--- src/crl_pkg.sv ---
// constants shared by the control register loader
package crl_pkg;
  // ----------------------------------------
  // host port addresses
  // ----------------------------------------
  localparam logic [2:0] ADDR_HOLD0 = 3'h0;
  localparam logic [2:0] ADDR_HOLD1 = 3'h1;
  localparam logic [2:0] ADDR_HOLD2 = 3'h2;
  localparam logic [2:0] ADDR_HOLD3 = 3'h3;
  localparam logic [2:0] ADDR_DEST  = 3'h4;
  // ----------------------------------------
  // destination codes
  // ----------------------------------------
  localparam logic [3:0] DEST_CARRIER_CF   = 4'h0;
  localparam logic [3:0] DEST_RESAMPLER_CF = 4'h1;
  localparam logic [3:0] DEST_INPUT_THRESH = 4'h2;
  localparam logic [3:0] DEST_LAST_CTRL    = 4'h8;
  localparam logic [3:0] DEST_SNAPSHOT     = 4'h9;
  localparam int         NUM_CTRL_REGS     = 9;
  // ----------------------------------------
  // timing and field layout
  // ----------------------------------------
  localparam logic [2:0] XFER_DELAY_CLKS   = 3'h4;
  localparam int         THRESH_MSB        = 7;
  localparam logic [7:0] THRESH_USABLE_MAX = 8'hB5;
  localparam logic [31:0] CTRL_RESET       = 32'h0000_0000;
endpackage

--- src/crl_sync.sv ---
// two-flop synchroniser for host strobes
`timescale 1ns/10ps
`default_nettype none
module crl_sync #(
  parameter logic RESET_VAL = 1'b1
) (
  input  wire logic CLK_SYS,
  input  wire logic RST_N,
  input  wire logic async_in,
  output var  logic sync_out
);
  logic meta_reg;
  // ----------------------------------------
  // synchroniser
  // ----------------------------------------
  // first stage feeds only the second stage
  always_ff @(posedge CLK_SYS) begin
    if (!RST_N) begin
      meta_reg <= RESET_VAL;
      sync_out <= RESET_VAL;
    end else begin
      meta_reg <= async_in;
      sync_out <= meta_reg;
    end
  end
endmodule
`default_nettype wire

--- src/crl_loader.sv ---
// control register loader: host byte port, holding bytes, control bank, gain snapshot
//
// Functional notes
// RULE1 - nine 32-bit control registers, host-loaded only
// RULE2 - host writes holding bytes before address
// RULE3 - copy to destination on fourth clock
// RULE4 - host waits four clocks before new holding
// RULE5 - host may skip unused holding bytes
// RULE6 - load strobe high copies holding to carrier
// RULE7 - every sampled-high edge makes a transfer
// RULE8 - strobe no sooner than two clocks after write
// RULE9 - next load allowed one clock after strobe
// RULE10 - destination nine snapshots accumulator upper byte
// RULE11 - read low six clocks later drives byte
// RULE12 - exponent bits 7-5, fraction bits 4-0
// RULE13 - host strobes asynchronous to device clock
// RULE14 - destination 0 carrier center frequency word
// RULE15 - destination 1 resampler center frequency word
// RULE16 - destination 2 threshold in bits 7-0
// RULE17 - threshold above 1.4142 never reports exceedance
// RULE18 - addresses 0-3 holding bytes, 4 destination
// RULE19 - 3-bit address, 8-bit data, write rising edge
// RULE20 - data bus released unless read; write synchronised
`timescale 1ns/10ps
`default_nettype none
module crl_loader #(
  parameter int DATA_W = 8,
  parameter int ADDR_W = 3
) (
  input  wire logic              CLK_SYS,
  input  wire logic              RST_N,
  input  wire logic              WR_N,
  input  wire logic              RD_N,
  input  wire logic [ADDR_W-1:0] HOST_ADDRESS_BUS,
  input  wire logic [DATA_W-1:0] HOST_DATA_BUS_IN,
  output var  logic [DATA_W-1:0] HOST_DATA_BUS_OUT,
  output var  logic              HOST_DATA_BUS_OE,
  input  wire logic              CENTER_FREQ_LOAD_STROBE,
  input  wire logic [7:0]        GAIN_ACCUM_UPPER,
  input  wire logic [7:0]        INPUT_MAGNITUDE,
  output var  logic [31:0]       CARRIER_CENTER_FREQUENCY,
  output var  logic [31:0]       RESAMPLER_CENTER_FREQUENCY,
  output var  logic [31:0]       INPUT_LEVEL_THRESHOLD,
  output var  logic [31:0]       CTRL_REG3,
  output var  logic [31:0]       CTRL_REG4,
  output var  logic [31:0]       CTRL_REG5,
  output var  logic [31:0]       CTRL_REG6,
  output var  logic [31:0]       CTRL_REG7,
  output var  logic [31:0]       CTRL_REG8,
  output var  logic              INPUT_LEVEL_EXCEEDED,
  output var  logic              LOAD_BUSY
);
  typedef enum logic [1:0] {CRL_IDLE, CRL_COUNT, CRL_COPY} crl_state_t;

  // ----------------------------------------
  // host write capture
  // ----------------------------------------
  // address and data registered every clock and used as sampled when the synchronised strobe rises; the host keeps
  // them stable until the synchronised edge is seen (asynchronous strobe)
  logic [ADDR_W-1:0] wr_addr_reg;
  logic [DATA_W-1:0] wr_data_reg;
  logic              wr_sync;
  logic              wr_prev_reg;
  logic              rd_sync;
  wire logic         wr_rise = wr_sync & ~wr_prev_reg; // RULE19 RULE13

  crl_sync #(.RESET_VAL(1'b1)) u_wr_sync (
    .CLK_SYS  (CLK_SYS),
    .RST_N    (RST_N),
    .async_in (WR_N),
    .sync_out (wr_sync)
  ); // RULE20 RULE13

  crl_sync #(.RESET_VAL(1'b1)) u_rd_sync (
    .CLK_SYS  (CLK_SYS),
    .RST_N    (RST_N),
    .async_in (RD_N),
    .sync_out (rd_sync)
  ); // RULE13

  // edge detector looks only at the second stage
  always_ff @(posedge CLK_SYS) begin
    if (!RST_N) begin
      wr_prev_reg <= 1'b1;
      wr_addr_reg <= '0;
      wr_data_reg <= '0;
    end else begin
      wr_prev_reg <= wr_sync;
      wr_addr_reg <= HOST_ADDRESS_BUS;
      wr_data_reg <= HOST_DATA_BUS_IN;
    end
  end

  // ----------------------------------------
  // holding bytes and destination address
  // ----------------------------------------
  logic [31:0] hold_reg;
  logic [3:0]  dest_reg;
  wire logic   wr_hold0 = wr_rise && (wr_addr_reg == crl_pkg::ADDR_HOLD0); // RULE18
  wire logic   wr_hold1 = wr_rise && (wr_addr_reg == crl_pkg::ADDR_HOLD1);
  wire logic   wr_hold2 = wr_rise && (wr_addr_reg == crl_pkg::ADDR_HOLD2);
  wire logic   wr_hold3 = wr_rise && (wr_addr_reg == crl_pkg::ADDR_HOLD3);
  wire logic   wr_dest  = wr_rise && (wr_addr_reg == crl_pkg::ADDR_DEST);  // RULE18

  // skipped bytes simply keep their old value
  always_ff @(posedge CLK_SYS) begin
    if (!RST_N) begin
      hold_reg <= crl_pkg::CTRL_RESET;
      dest_reg <= '0;
    end else begin
      if (wr_hold0) hold_reg[7:0]   <= wr_data_reg[7:0]; // RULE5
      if (wr_hold1) hold_reg[15:8]  <= wr_data_reg[7:0];
      if (wr_hold2) hold_reg[23:16] <= wr_data_reg[7:0];
      if (wr_hold3) hold_reg[31:24] <= wr_data_reg[7:0];
      if (wr_dest)  dest_reg        <= wr_data_reg[3:0]; // RULE18
    end
  end

  // ----------------------------------------
  // transfer sequencer
  // ----------------------------------------
  crl_state_t  state_reg;
  crl_state_t  state_next;
  logic [2:0]  cnt_reg;
  logic [2:0]  cnt_next;
  wire logic   cnt_done = (cnt_reg == crl_pkg::XFER_DELAY_CLKS - 3'h1);

  // a later address write during the count does not restart it but changes the destination; host must not do so (wait rule)
  always_comb begin
    state_next = state_reg;
    cnt_next   = cnt_reg;
    unique case (state_reg)
      CRL_IDLE: begin
        cnt_next = 3'h1;
        if (wr_dest) state_next = CRL_COUNT; // RULE2
      end
      CRL_COUNT: begin
        cnt_next = cnt_reg + 3'h1;
        if (cnt_done) state_next = CRL_COPY; // RULE3 RULE4
      end
      CRL_COPY: begin
        cnt_next   = 3'h1;
        state_next = wr_dest ? CRL_COUNT : CRL_IDLE;
      end
    endcase
  end

  always_ff @(posedge CLK_SYS) begin
    if (!RST_N) begin
      state_reg <= CRL_IDLE;
      cnt_reg   <= 3'h1;
    end else begin
      state_reg <= state_next;
      cnt_reg   <= cnt_next;
    end
  end

  wire logic copy_go = (state_reg == CRL_COPY); // RULE3

  // ----------------------------------------
  // control register bank
  // ----------------------------------------
  logic [31:0] ctrl_reg [crl_pkg::NUM_CTRL_REGS];
  logic [7:0]  snap_reg;
  wire logic   cf_strobe = CENTER_FREQ_LOAD_STROBE; // RULE6 RULE7

  function automatic logic sel(input logic [3:0] d, input logic [3:0] idx);
    sel = (d == idx);
  endfunction

  // strobe load and address load both write from the same holding bytes
  always_ff @(posedge CLK_SYS) begin
    if (!RST_N) begin
      for (int i = 0; i < crl_pkg::NUM_CTRL_REGS; i++) begin
        ctrl_reg[i] <= crl_pkg::CTRL_RESET;
      end
      snap_reg <= '0;
    end else begin
      for (int i = 0; i < crl_pkg::NUM_CTRL_REGS; i++) begin
        if (copy_go && sel(dest_reg, 4'(i))) ctrl_reg[i] <= hold_reg; // RULE1 RULE14 RULE15
      end
      if (cf_strobe) ctrl_reg[crl_pkg::DEST_CARRIER_CF] <= hold_reg; // RULE6 RULE7 RULE9
      if (copy_go && sel(dest_reg, crl_pkg::DEST_SNAPSHOT)) snap_reg <= GAIN_ACCUM_UPPER; // RULE10 RULE12
    end
  end

  // ----------------------------------------
  // outputs, read-back and level detector
  // ----------------------------------------
  wire logic [7:0] thresh    = ctrl_reg[crl_pkg::DEST_INPUT_THRESH][crl_pkg::THRESH_MSB:0]; // RULE16
  wire logic       exceed_nx = (thresh <= crl_pkg::THRESH_USABLE_MAX) && (INPUT_MAGNITUDE > thresh); // RULE17
  wire logic       read_on   = ~rd_sync; // RULE11 RULE20

  // all outputs registered; data bus driven only while the synchronised read is low
  always_ff @(posedge CLK_SYS) begin
    if (!RST_N) begin
      HOST_DATA_BUS_OUT          <= '0;
      HOST_DATA_BUS_OE           <= 1'b0;
      CARRIER_CENTER_FREQUENCY   <= crl_pkg::CTRL_RESET;
      RESAMPLER_CENTER_FREQUENCY <= crl_pkg::CTRL_RESET;
      INPUT_LEVEL_THRESHOLD      <= crl_pkg::CTRL_RESET;
      CTRL_REG3                  <= crl_pkg::CTRL_RESET;
      CTRL_REG4                  <= crl_pkg::CTRL_RESET;
      CTRL_REG5                  <= crl_pkg::CTRL_RESET;
      CTRL_REG6                  <= crl_pkg::CTRL_RESET;
      CTRL_REG7                  <= crl_pkg::CTRL_RESET;
      CTRL_REG8                  <= crl_pkg::CTRL_RESET;
      INPUT_LEVEL_EXCEEDED       <= 1'b0;
      LOAD_BUSY                  <= 1'b0;
    end else begin
      HOST_DATA_BUS_OUT          <= DATA_W'(snap_reg); // RULE12
      HOST_DATA_BUS_OE           <= read_on;           // RULE11 RULE20
      CARRIER_CENTER_FREQUENCY   <= ctrl_reg[0];       // RULE14
      RESAMPLER_CENTER_FREQUENCY <= ctrl_reg[1];       // RULE15
      INPUT_LEVEL_THRESHOLD      <= {24'h000000, thresh}; // RULE16
      CTRL_REG3                  <= ctrl_reg[3];
      CTRL_REG4                  <= ctrl_reg[4];
      CTRL_REG5                  <= ctrl_reg[5];
      CTRL_REG6                  <= ctrl_reg[6];
      CTRL_REG7                  <= ctrl_reg[7];
      CTRL_REG8                  <= ctrl_reg[crl_pkg::DEST_LAST_CTRL];
      INPUT_LEVEL_EXCEEDED       <= exceed_nx;         // RULE17
      LOAD_BUSY                  <= (state_next != CRL_IDLE);
    end
  end
endmodule
`default_nettype wire

--- config.mk ---
export PLATFORM = sky130hd
export DESIGN_NAME = crl_loader
export DESIGN_NICKNAME = d
export VERILOG_FILES = /design/src/crl_pkg.sv /design/src/crl_sync.sv /design/src/crl_loader.sv
export SDC_FILE = /design/constraint.sdc
export NUM_CORES = 1
export LEC_CHECK = 0
export ABC_AREA = 1
export BUFFER_PORTS_ARGS = -buffer_cell sky130_fd_sc_hd__buf_2
export CAP_MARGIN = 10
export CORE_ASPECT_RATIO = 0.6
export CORE_MARGIN = 2
export CORE_UTILIZATION = 30
export DETAILED_ROUTE_END_ITERATION = 8
export MAX_ROUTING_LAYER = met4
export SYNTH_ARGS = -nofsm -noshare
export SYNTH_HDL_FRONTEND = slang
export SYNTH_SLANG_ARGS = --single-unit
export TNS_END_PERCENT = 50
--- constraint.sdc ---
create_clock -name CLK_SYS -period 5.5 [get_ports CLK_SYS]
set_clock_uncertainty 0.1 [all_clocks]
set_input_delay 0 -clock CLK_SYS [delete_from_list [all_inputs] [get_ports CLK_SYS]]
set_output_delay 0 -clock CLK_SYS [all_outputs]
set_load 0.02 [all_outputs]
==> results of run 1 <==
what timing repair did:
| item | 4_1_cts | 5_1_grt |
|---|---|---|
| buffers inserted | 0 | 0 |
| gates resized for setup | 0 | 0 |
| hold buffers | 49 | 0 |
| endpoints found under the hold margin | 171 | 0 |
worst max-delay path, stage by stage, from the launching register on:
cell           delay [ns]
edfxtp_1             0.42
inv_1                0.08
ha_1                 0.23
a21oi_1              0.16
dlygate4sd3_1        0.59
o21ai_0              0.10
dlygate4sd3_1        0.57
a21oi_1              0.13
dlygate4sd3_1        0.56
nor2_1               0.03
dlygate4sd3_1        0.54
logic make-up (layout without fill, tap and decap cells):
logic type | Yosys count | in the layout
DFF | 604 | 604
buffers and inverters | 450 | 845
and+or+nand+nor | 427 | 427
AOI/OAI and AO/OA | 97 | 97
adders and majority gates | 13 | 13
other | 1 | 26
metal layers:
metal	vias to the layer above	part of all wire, %	track usage [%]
met4	0	2.1	4.16
met2	334	41	20.9
met1	5428	49	21.1
li1	5517	-	-
met5	-	0	-
met3	79	7.2	3.62
cells in the final DEF (no fill, tap or decap), types with 2 or more instances in the layout:
master,instances
inv_16,2
inv_1,366
buf_4,8
clkinv_2,12
ha_1,13
nor2_1,63
clkbuf_1,14
or2_2,4
inv_2,12
nand2_1,332
clkinv_4,2
diode_2,2
clkbuf_8,4
buf_2,305
o21ai_0,46
o21ai_4,3
clkbuf_16,61
dlygate4sd3_1,49
nand2_2,14
a21oi_1,43
edfxtp_1,264
dfxtp_1,340
nor3_1,2
nand3_1,9
bufinv_16,3
inv_4,2
conb_1,24
final cells by class:
type	instances	share of cell area [%]
Clock buffer	80	6.92
Inverter	378	5.99
Timing Repair Buffer	363	8.84
Clock inverter	24	1.05
Antenna cell	2	0.0211
Tap cell	839	4.43
Multi-Input combinational cell	561	10.5
Sequential cell	604	62.2
final timing paths:
check / slack [ns] / startpoint / end
max reg2reg: 1.87 / ctrl_reg[2][7] / INPUT_LEVEL_EXCEEDED
min reg2reg: 0.29 / u_rd_sync.sync_out / HOST_DATA_BUS_OE
min: 0.10 / HOST_DATA_BUS_IN[6] / wr_data_reg[6]
max: 1.87 / ctrl_reg[2][7] / INPUT_LEVEL_EXCEEDED
power by group through the flow:
stage	logic, mW	clock network [mW]	registers [mW]
floorplan	0.167	0	5.05
global placement	0.393	0	4.98
detailed placement	0.396	0	4.98
CTS	0.426	4.07	4.88
global route	0.462	4.22	4.89
finish	0.419	3.96	4.88
per-stage QoR:
| stage | setup WS [ns] | instances | hold slack [ns] |
|---|---|---|---|
| floorplan | 0.792 | 1615 | -0.00237 |
| detailed placement | 2.39 | 2696 | 0.0941 |
| global placement | 2.31 | 2696 | 0.0914 |
| CTS | 2.03 | 2849 | 0.0564 |
| finish | 1.87 | 2851 | 0.100 |
| global route | 1.79 | 2849 | 0.107 |
==> insert_results.sql, run 1 <==
INSERT INTO impl_metrics (metric_group, metric, value, unit) VALUES
('run_status', 'status', 'finished clean', ''),
('critical_path', 'worst_setup_path_end_kind', 'register', ''),
('timing', 'timing.final.max_slew_violations', '0', ''),
('floorplanning', 'initial_utilization', '30.3', '%'),
('layout', 'largest_register_ff_count', '264', ''),
('placement', 'finalWeightedCongestion', '0.783', ''),
('yosys', 'synth_async_sr_flop_share', '0', '%'),
('yosys', 'synthSimpleGateAreaFrac', '8.87', '%'),
('timing', 'timing.final.setup_violations', '0', ''),
('yosys', 'synth.cell_area', '18900', 'µm²'),
('yosys', 'synth.yosys.warnings', '0', ''),
('yosys', 'post_synth_adder_cell_area', '0.860', '%'),
('cts', 'cts_htree_levels', '2', ''),
('layout', 'final_design_area_excluding_fillers', '23700', 'µm²'),
('routing', 'dr.pass1.iters', '5', ''),
('routing', 'num_vias', '11400', ''),
('layout', 'drive_above_1_share', '22.0', '%'),
('power', 'pwr-share-clk', '42.8', '%'),
('floorplanning', 'ios', '331', ''),
('yosys', 'synth.most_common_cell', 'inv_1', ''),
('cts', 'tritoncts.num_buffers', '55', ''),
('global_routing', 'track_usage', '14.9', '%'),
('layout', 'synthToLayoutAreaGrowth', '25.1', '%'),
('critical_path', 'worst_setup_path_start_kind', 'register', ''),
('placement', 'port_buffers', '306', ''),
('cts', 'clock-root-buffer', 'clkbuf_16', ''),
('yosys', 'synth.avg_cell_area', '11.9', 'µm²'),
('yosys', 'synth_mux_area_share', '0', '%'),
('cts', 'clock_sink_count', '604', ''),
('yosys', 'synth_cells', '1592', ''),
('power', 'report.power.total', '9.25', 'mW'),
('routing', 'detail_route.drc_violations', '0', ''),
('timing', 'fmax', '275', 'MHz'),
('timing', 'slew-limit-headroom', '18.5', '%'),
('global_routing', 'grt_first_pass_wirelength', '70000', 'µm'),
('placement', 'placed_cell_area', '21300', 'µm²'),
('layout', 'finish.utilization', '37.9', '%'),
('global_routing', 'global_route.overflow_total', '0', ''),
('timing', 'totalNegativeSetupSlack', '0', 'ns'),
('global_routing', 'grt_pass1_vias', '11500', ''),
('yosys', 'synth_sequential_area_ratio', '77.9', '%'),
('cts', 'clk-insertion-delay-late', '0.61', 'ns'),
('global_routing', 'grt_start_max_net_pins', '155', ''),
('routing', 'avgRoutedWirePerCell', '16.7', 'µm'),
('worst_hold_path', 'min-delay-path-class', 'in -> reg', ''),
('layout', 'register_area', '14700', 'µm²'),
('yosys', 'netlist.top_cell.by_area', 'edfxtp_1', ''),
('worst_hold_path', 'whs_path_depth', '4', ''),
('layout', 'layout.nets', '2008', ''),
('power', 'leakage_power_of_the_design', '12.0', 'nW'),
('yosys', 'postSynthRegisterBits', '604', ''),
('timing', 'timing_worst_slew_pin_value', '1.22', 'ns'),
('flow_run', 'maxCapViolCount', '0', ''),
('critical_path', 'path_class', 'reg -> reg', ''),
('global_routing', 'initial_antenna_violation_count', '5', ''),
('yosys', 'number_of_distinct_library_cells_after_synthesis', '28', ''),
('critical_path', 'timing.critical_path.required', '5.90', 'ns'),
('power', 'pwr-share-comb', '4.5', '%'),
('cts', 'cts.reportedPaths.clkPinSlew', '0.07', 'ns'),
('power', 'switching_component_of_the_power', '2.07', 'mW'),
('floorplanning', 'core', '62500', 'µm²'),
('timing', 'min_period_over_period', '66.0', '%'),
('yosys', 'synth_common_cells', 'inv_1 (366), dfxtp_1 (340), nand2_1 (334)', ''),
('layout', 'multiInputGateArea', '2490', 'µm²'),
('routing', 'detail_route.wirelength', '47600', 'µm'),
('power', 'power_density', '391', 'nW/µm²'),
('yosys', 'synthXorXnorAreaFrac', '0', '%'),
('yosys', 'synthDominantCellAreaShare', '41.9', '%'),
('timing', 'final_period_minus_worst_setup_slack', '3.63', 'ns'),
('layout', 'final.fill_count', '6052', ''),
('routing', 'route.antenna.remaining_nets', '0', '');
(Power assumes the default switching activity.)
==> inputs of run 2 (changes only) <==
- ABC_AREA: 1 -> 0
- clock period: 5.5 -> 3.6 ns (I/O delays scaled with it)
==> insert_results.sql, run 2 <==
INSERT INTO impl_metrics (metric_group, metric, value, unit) VALUES
('power', 'switching_component_of_the_power', '3.08', 'mW'),
('layout', 'layout_common_cells', 'dfxtp_1 (340), and2_1 (320), buf_2 (305)', ''),
('power', 'pwr-share-clk', '42.0', '%'),
('yosys', 'synth.avg_cell_area', '15.5', 'µm²'),
('timing', 'grt_setup_unrepaired', 'no', ''),
('cts', 'clk-insertion-delay-late', '0.62', 'ns'),
('yosys', 'synth.most_common_cell', 'dfxtp_1', ''),
('layout', 'largest_register_ff_count', '264', ''),
('routing', 'route.antenna.remaining_nets', '0', ''),
('yosys', 'synth_async_sr_flop_share', '0', '%'),
('cts', 'cts_buffer_depth', '3', ''),
('critical_path', 'timing.critical_path.required', '4.03', 'ns'),
('yosys', 'synth_top_flop_cell', 'dfxtp_1', ''),
('yosys', 'synth_common_cells', 'dfxtp_1 (340), and2_1 (320), edfxtp_1 (264)', ''),
('cts', 'clock-root-buffer', 'clkbuf_16', ''),
('routing', 'num_vias', '9875', ''),
('cts', 'cts_htree_levels', '2', ''),
('global_routing', 'grt_pass1_vias', '10200', ''),
('worst_hold_path', 'min-delay-path-class', 'in -> reg', ''),
('floorplanning', 'die_y', '197', 'µm'),
('critical_path', 'worst_setup_path_end_kind', 'register', ''),
('power', 'part_of_the_total_power_dissipated_in_sequential_elements', '53.8', '%'),
('layout', 'final.fill_count', '5779', ''),
('timing', 'timing.final.max_slew_violations', '0', ''),
('floorplanning', 'chip_width', '325', 'µm'),
('placement', 'preCtsSetupSlack', '1.16', 'ns'),
('power', 'leakage_power_of_the_design', '9.89', 'nW'),
('flow_run', 'maxCapViolCount', '0', ''),
('critical_path', 'data_arrival_time_of_the_critical_path', '3.06', 'ns'),
('floorplanning', 'core', '61000', 'µm²'),
('timing', 'final_period_minus_worst_setup_slack', '2.63', 'ns'),
('yosys', 'synth_sequential_area_ratio', '79.4', '%'),
('power', 'ir_drop', '371', 'µV'),
('run_status', 'status', 'finished clean', ''),
('power', 'pwr-share-comb', '4.2', '%'),
('yosys', 'synth.yosys.warnings', '0', ''),
('placement', 'finalWeightedCongestion', '0.776', ''),
('layout', 'synthToLayoutAreaGrowth', '24.8', '%'),
('power', 'power.switching_fraction', '22.3', '%'),
('critical_path', 'worst_setup_path_start_kind', 'register', ''),
('placement', 'place.detailed.instances', '2299', ''),
('cts', 'cts.reportedPaths.clkPinSlew', '0.06', 'ns'),
('floorplanning', 'ios', '331', ''),
('floorplanning', 'floorplan.die_area', '63900', 'µm²'),
('yosys', 'postSynthRegisterBits', '604', ''),
('layout', 'layout_commonest_cell', 'dfxtp_1', ''),
('yosys', 'synth.cell_area', '18600', 'µm²'),
('cts', 'cts_tree', 'yes', ''),
('cts', 'clock_sink_count', '604', ''),
('global_routing', 'initial_antenna_violation_count', '8', ''),
('placement', 'port_buffers', '306', ''),
('layout', 'drive_above_1_share', '28.3', '%'),
('layout', 'final_non_filler_cell_total', '2435', ''),
('timing', 'min_period_over_period', '72.9', '%'),
('routing', 'vias_per_cell', '4.06', ''),
('critical_path', 'crit_path_max_fanout', '3', ''),
('timing', 'worst_slack', '0.974', 'ns'),
('yosys', 'synth_top_cells_by_area', 'edfxtp_1 (43%), dfxtp_1 (37%), and2_1 (11%), mux2i_1 (2.4%), buf_4 (1.1%)', ''),
('routing', 'drtIter0Drc', '687', ''),
('layout', 'multiInputGateArea', '3550', 'µm²'),
('routing', 'detail_route.wirelength', '46300', 'µm'),
('routing', 'avgRoutedWirePerCell', '19.0', 'µm'),
('power', 'internal_cell_power', '10.7', 'mW'),
('layout', 'register_area', '14700', 'µm²'),
('global_routing', 'grt_start_max_net_pins', '138', ''),
('floorplanning', 'fp-row-count', '70', ''),
('floorplanning', 'initial_utilization', '30.4', '%'),
('yosys', 'netlist.top_cell.by_area', 'edfxtp_1', ''),
('yosys', 'synthDominantCellAreaShare', '42.7', '%'),
('timing', 'timing.final.setup_violations', '0', ''),
('routing', 'detail_route.drc_violations', '0', ''),
('yosys', 'synth_enable_flop_cells', '264', ''),
('global_routing', 'global_route.overflow_total', '0', ''),
('yosys', 'number_of_distinct_library_cells_after_synthesis', '38', ''),
('power', 'power_density', '597', 'nW/µm²'),
('timing', 'slew-limit-headroom', '51.0', '%'),
('routing', 'dr.pass1.iters', '5', ''),
('timing', 'timing_worst_slew_pin_value', '0.736', 'ns'),
('critical_path', 'path_class', 'reg -> reg', ''),
('timing', 'fin_hold_ws', '0.0454', 'ns'),
('power', 'report.power.total', '13.8', 'mW'),
('global_routing', 'grt_first_pass_wirelength', '67800', 'µm'),
('placement', 'post-dp-hpwl', '31700', 'µm'),
('layout', 'layout.nets', '1599', ''),
('timing', 'fmax', '381', 'MHz'),
('global_routing', 'track_usage', '14.8', '%'),
('cts', 'tritoncts.num_buffers', '54', ''),
('yosys', 'synth_cells', '1198', ''),
('timing', 'hold_violations', '0', '');
run 2: final timing paths:
kind,start,to,slack [ns],cells past startpoint
worst max-delay path,ctrl_reg[2][6],INPUT_LEVEL_EXCEEDED,0.97,8
worst min register to register,u_rd_sync.sync_out,HOST_DATA_BUS_OE,0.30,1
worst min-delay path,WR_N,u_wr_sync.meta_reg,0.05,3
worst max register to register,ctrl_reg[2][6],INPUT_LEVEL_EXCEEDED,0.97,8
run 2: layout make-up:
| cell class | instances | area share [%] |
|---|---|---|
| Multi-Input combinational cell | 532 | 15.3 |
| Timing Repair Buffer | 348 | 8.36 |
| Inverter | 14 | 0.227 |
| Clock buffer | 70 | 6.81 |
| Tap cell | 828 | 4.47 |
| Clock inverter | 32 | 1.06 |
| Antenna cell | 7 | 0.0757 |
| Sequential cell | 604 | 63.6 |
run 2: stage by stage:
step	utilization, %	instance area [µm²]	TNS, ns
after floorplan	-	18600	-14.42
final	37.9	23200	0
after global routing	37.9	23100	0
after CTS	37.9	23100	0
after global placement	34.5	21000	0
after detailed placement	34.5	21000	0
run 2: cell families after synthesis:
logic type               count (synthesis)  share of synthesized area (%)
flip-flops                             604                           79.4
AND/OR/NAND/NOR                        426                           14.1
multiplexers                            44                           2.37
other                                    1                         0.0202
adder cells (fa/ha/maj)                 13                          0.877
buffers and inverters                   85                           2.41
AO/OA/AOI/OAI                           25                          0.843
run 2: worst max-delay path, cell delays in order (launching register included):
cell           delay, ns
edfxtp_1            0.35
inv_1               0.09
ha_1                0.34
nand3_1             0.11
nand2_1             0.07
a21oi_1             0.06
dlygate4sd3_1       0.55
a221oi_1            0.29
dlygate4sd3_1       0.60
run 2: power by group through the flow:
stage	clock network [mW]	registers (mW)	logic, mW
2_1_floorplan	0	7.69	0.219
3_3_place_gp	0	7.60	0.557
3_5_place_dp	0	7.59	0.566
4_1_cts	5.98	7.44	0.593
5_1_grt	6.27	7.46	0.630
6_report	5.80	7.44	0.581
run 2: per-layer routing:
| layer | vias up | GRT usage, % | part of all wire [%] |
|---|---|---|---|
| li1 | 4667 | - | - |
| met1 | 4888 | 20.2 | 47 |
| met2 | 257 | 20.7 | 42 |
| met3 | 63 | 5.43 | 8.3 |
| met4 | 0 | 3.52 | 1.8 |
| met5 | - | - | 0 |
run 2: timing repair:
item                                   4_1_cts  5_1_grt
hold buffers                                27        0
buffers inserted                             0        0
endpoints found under the hold margin       24        0
gates resized for setup                      0        0
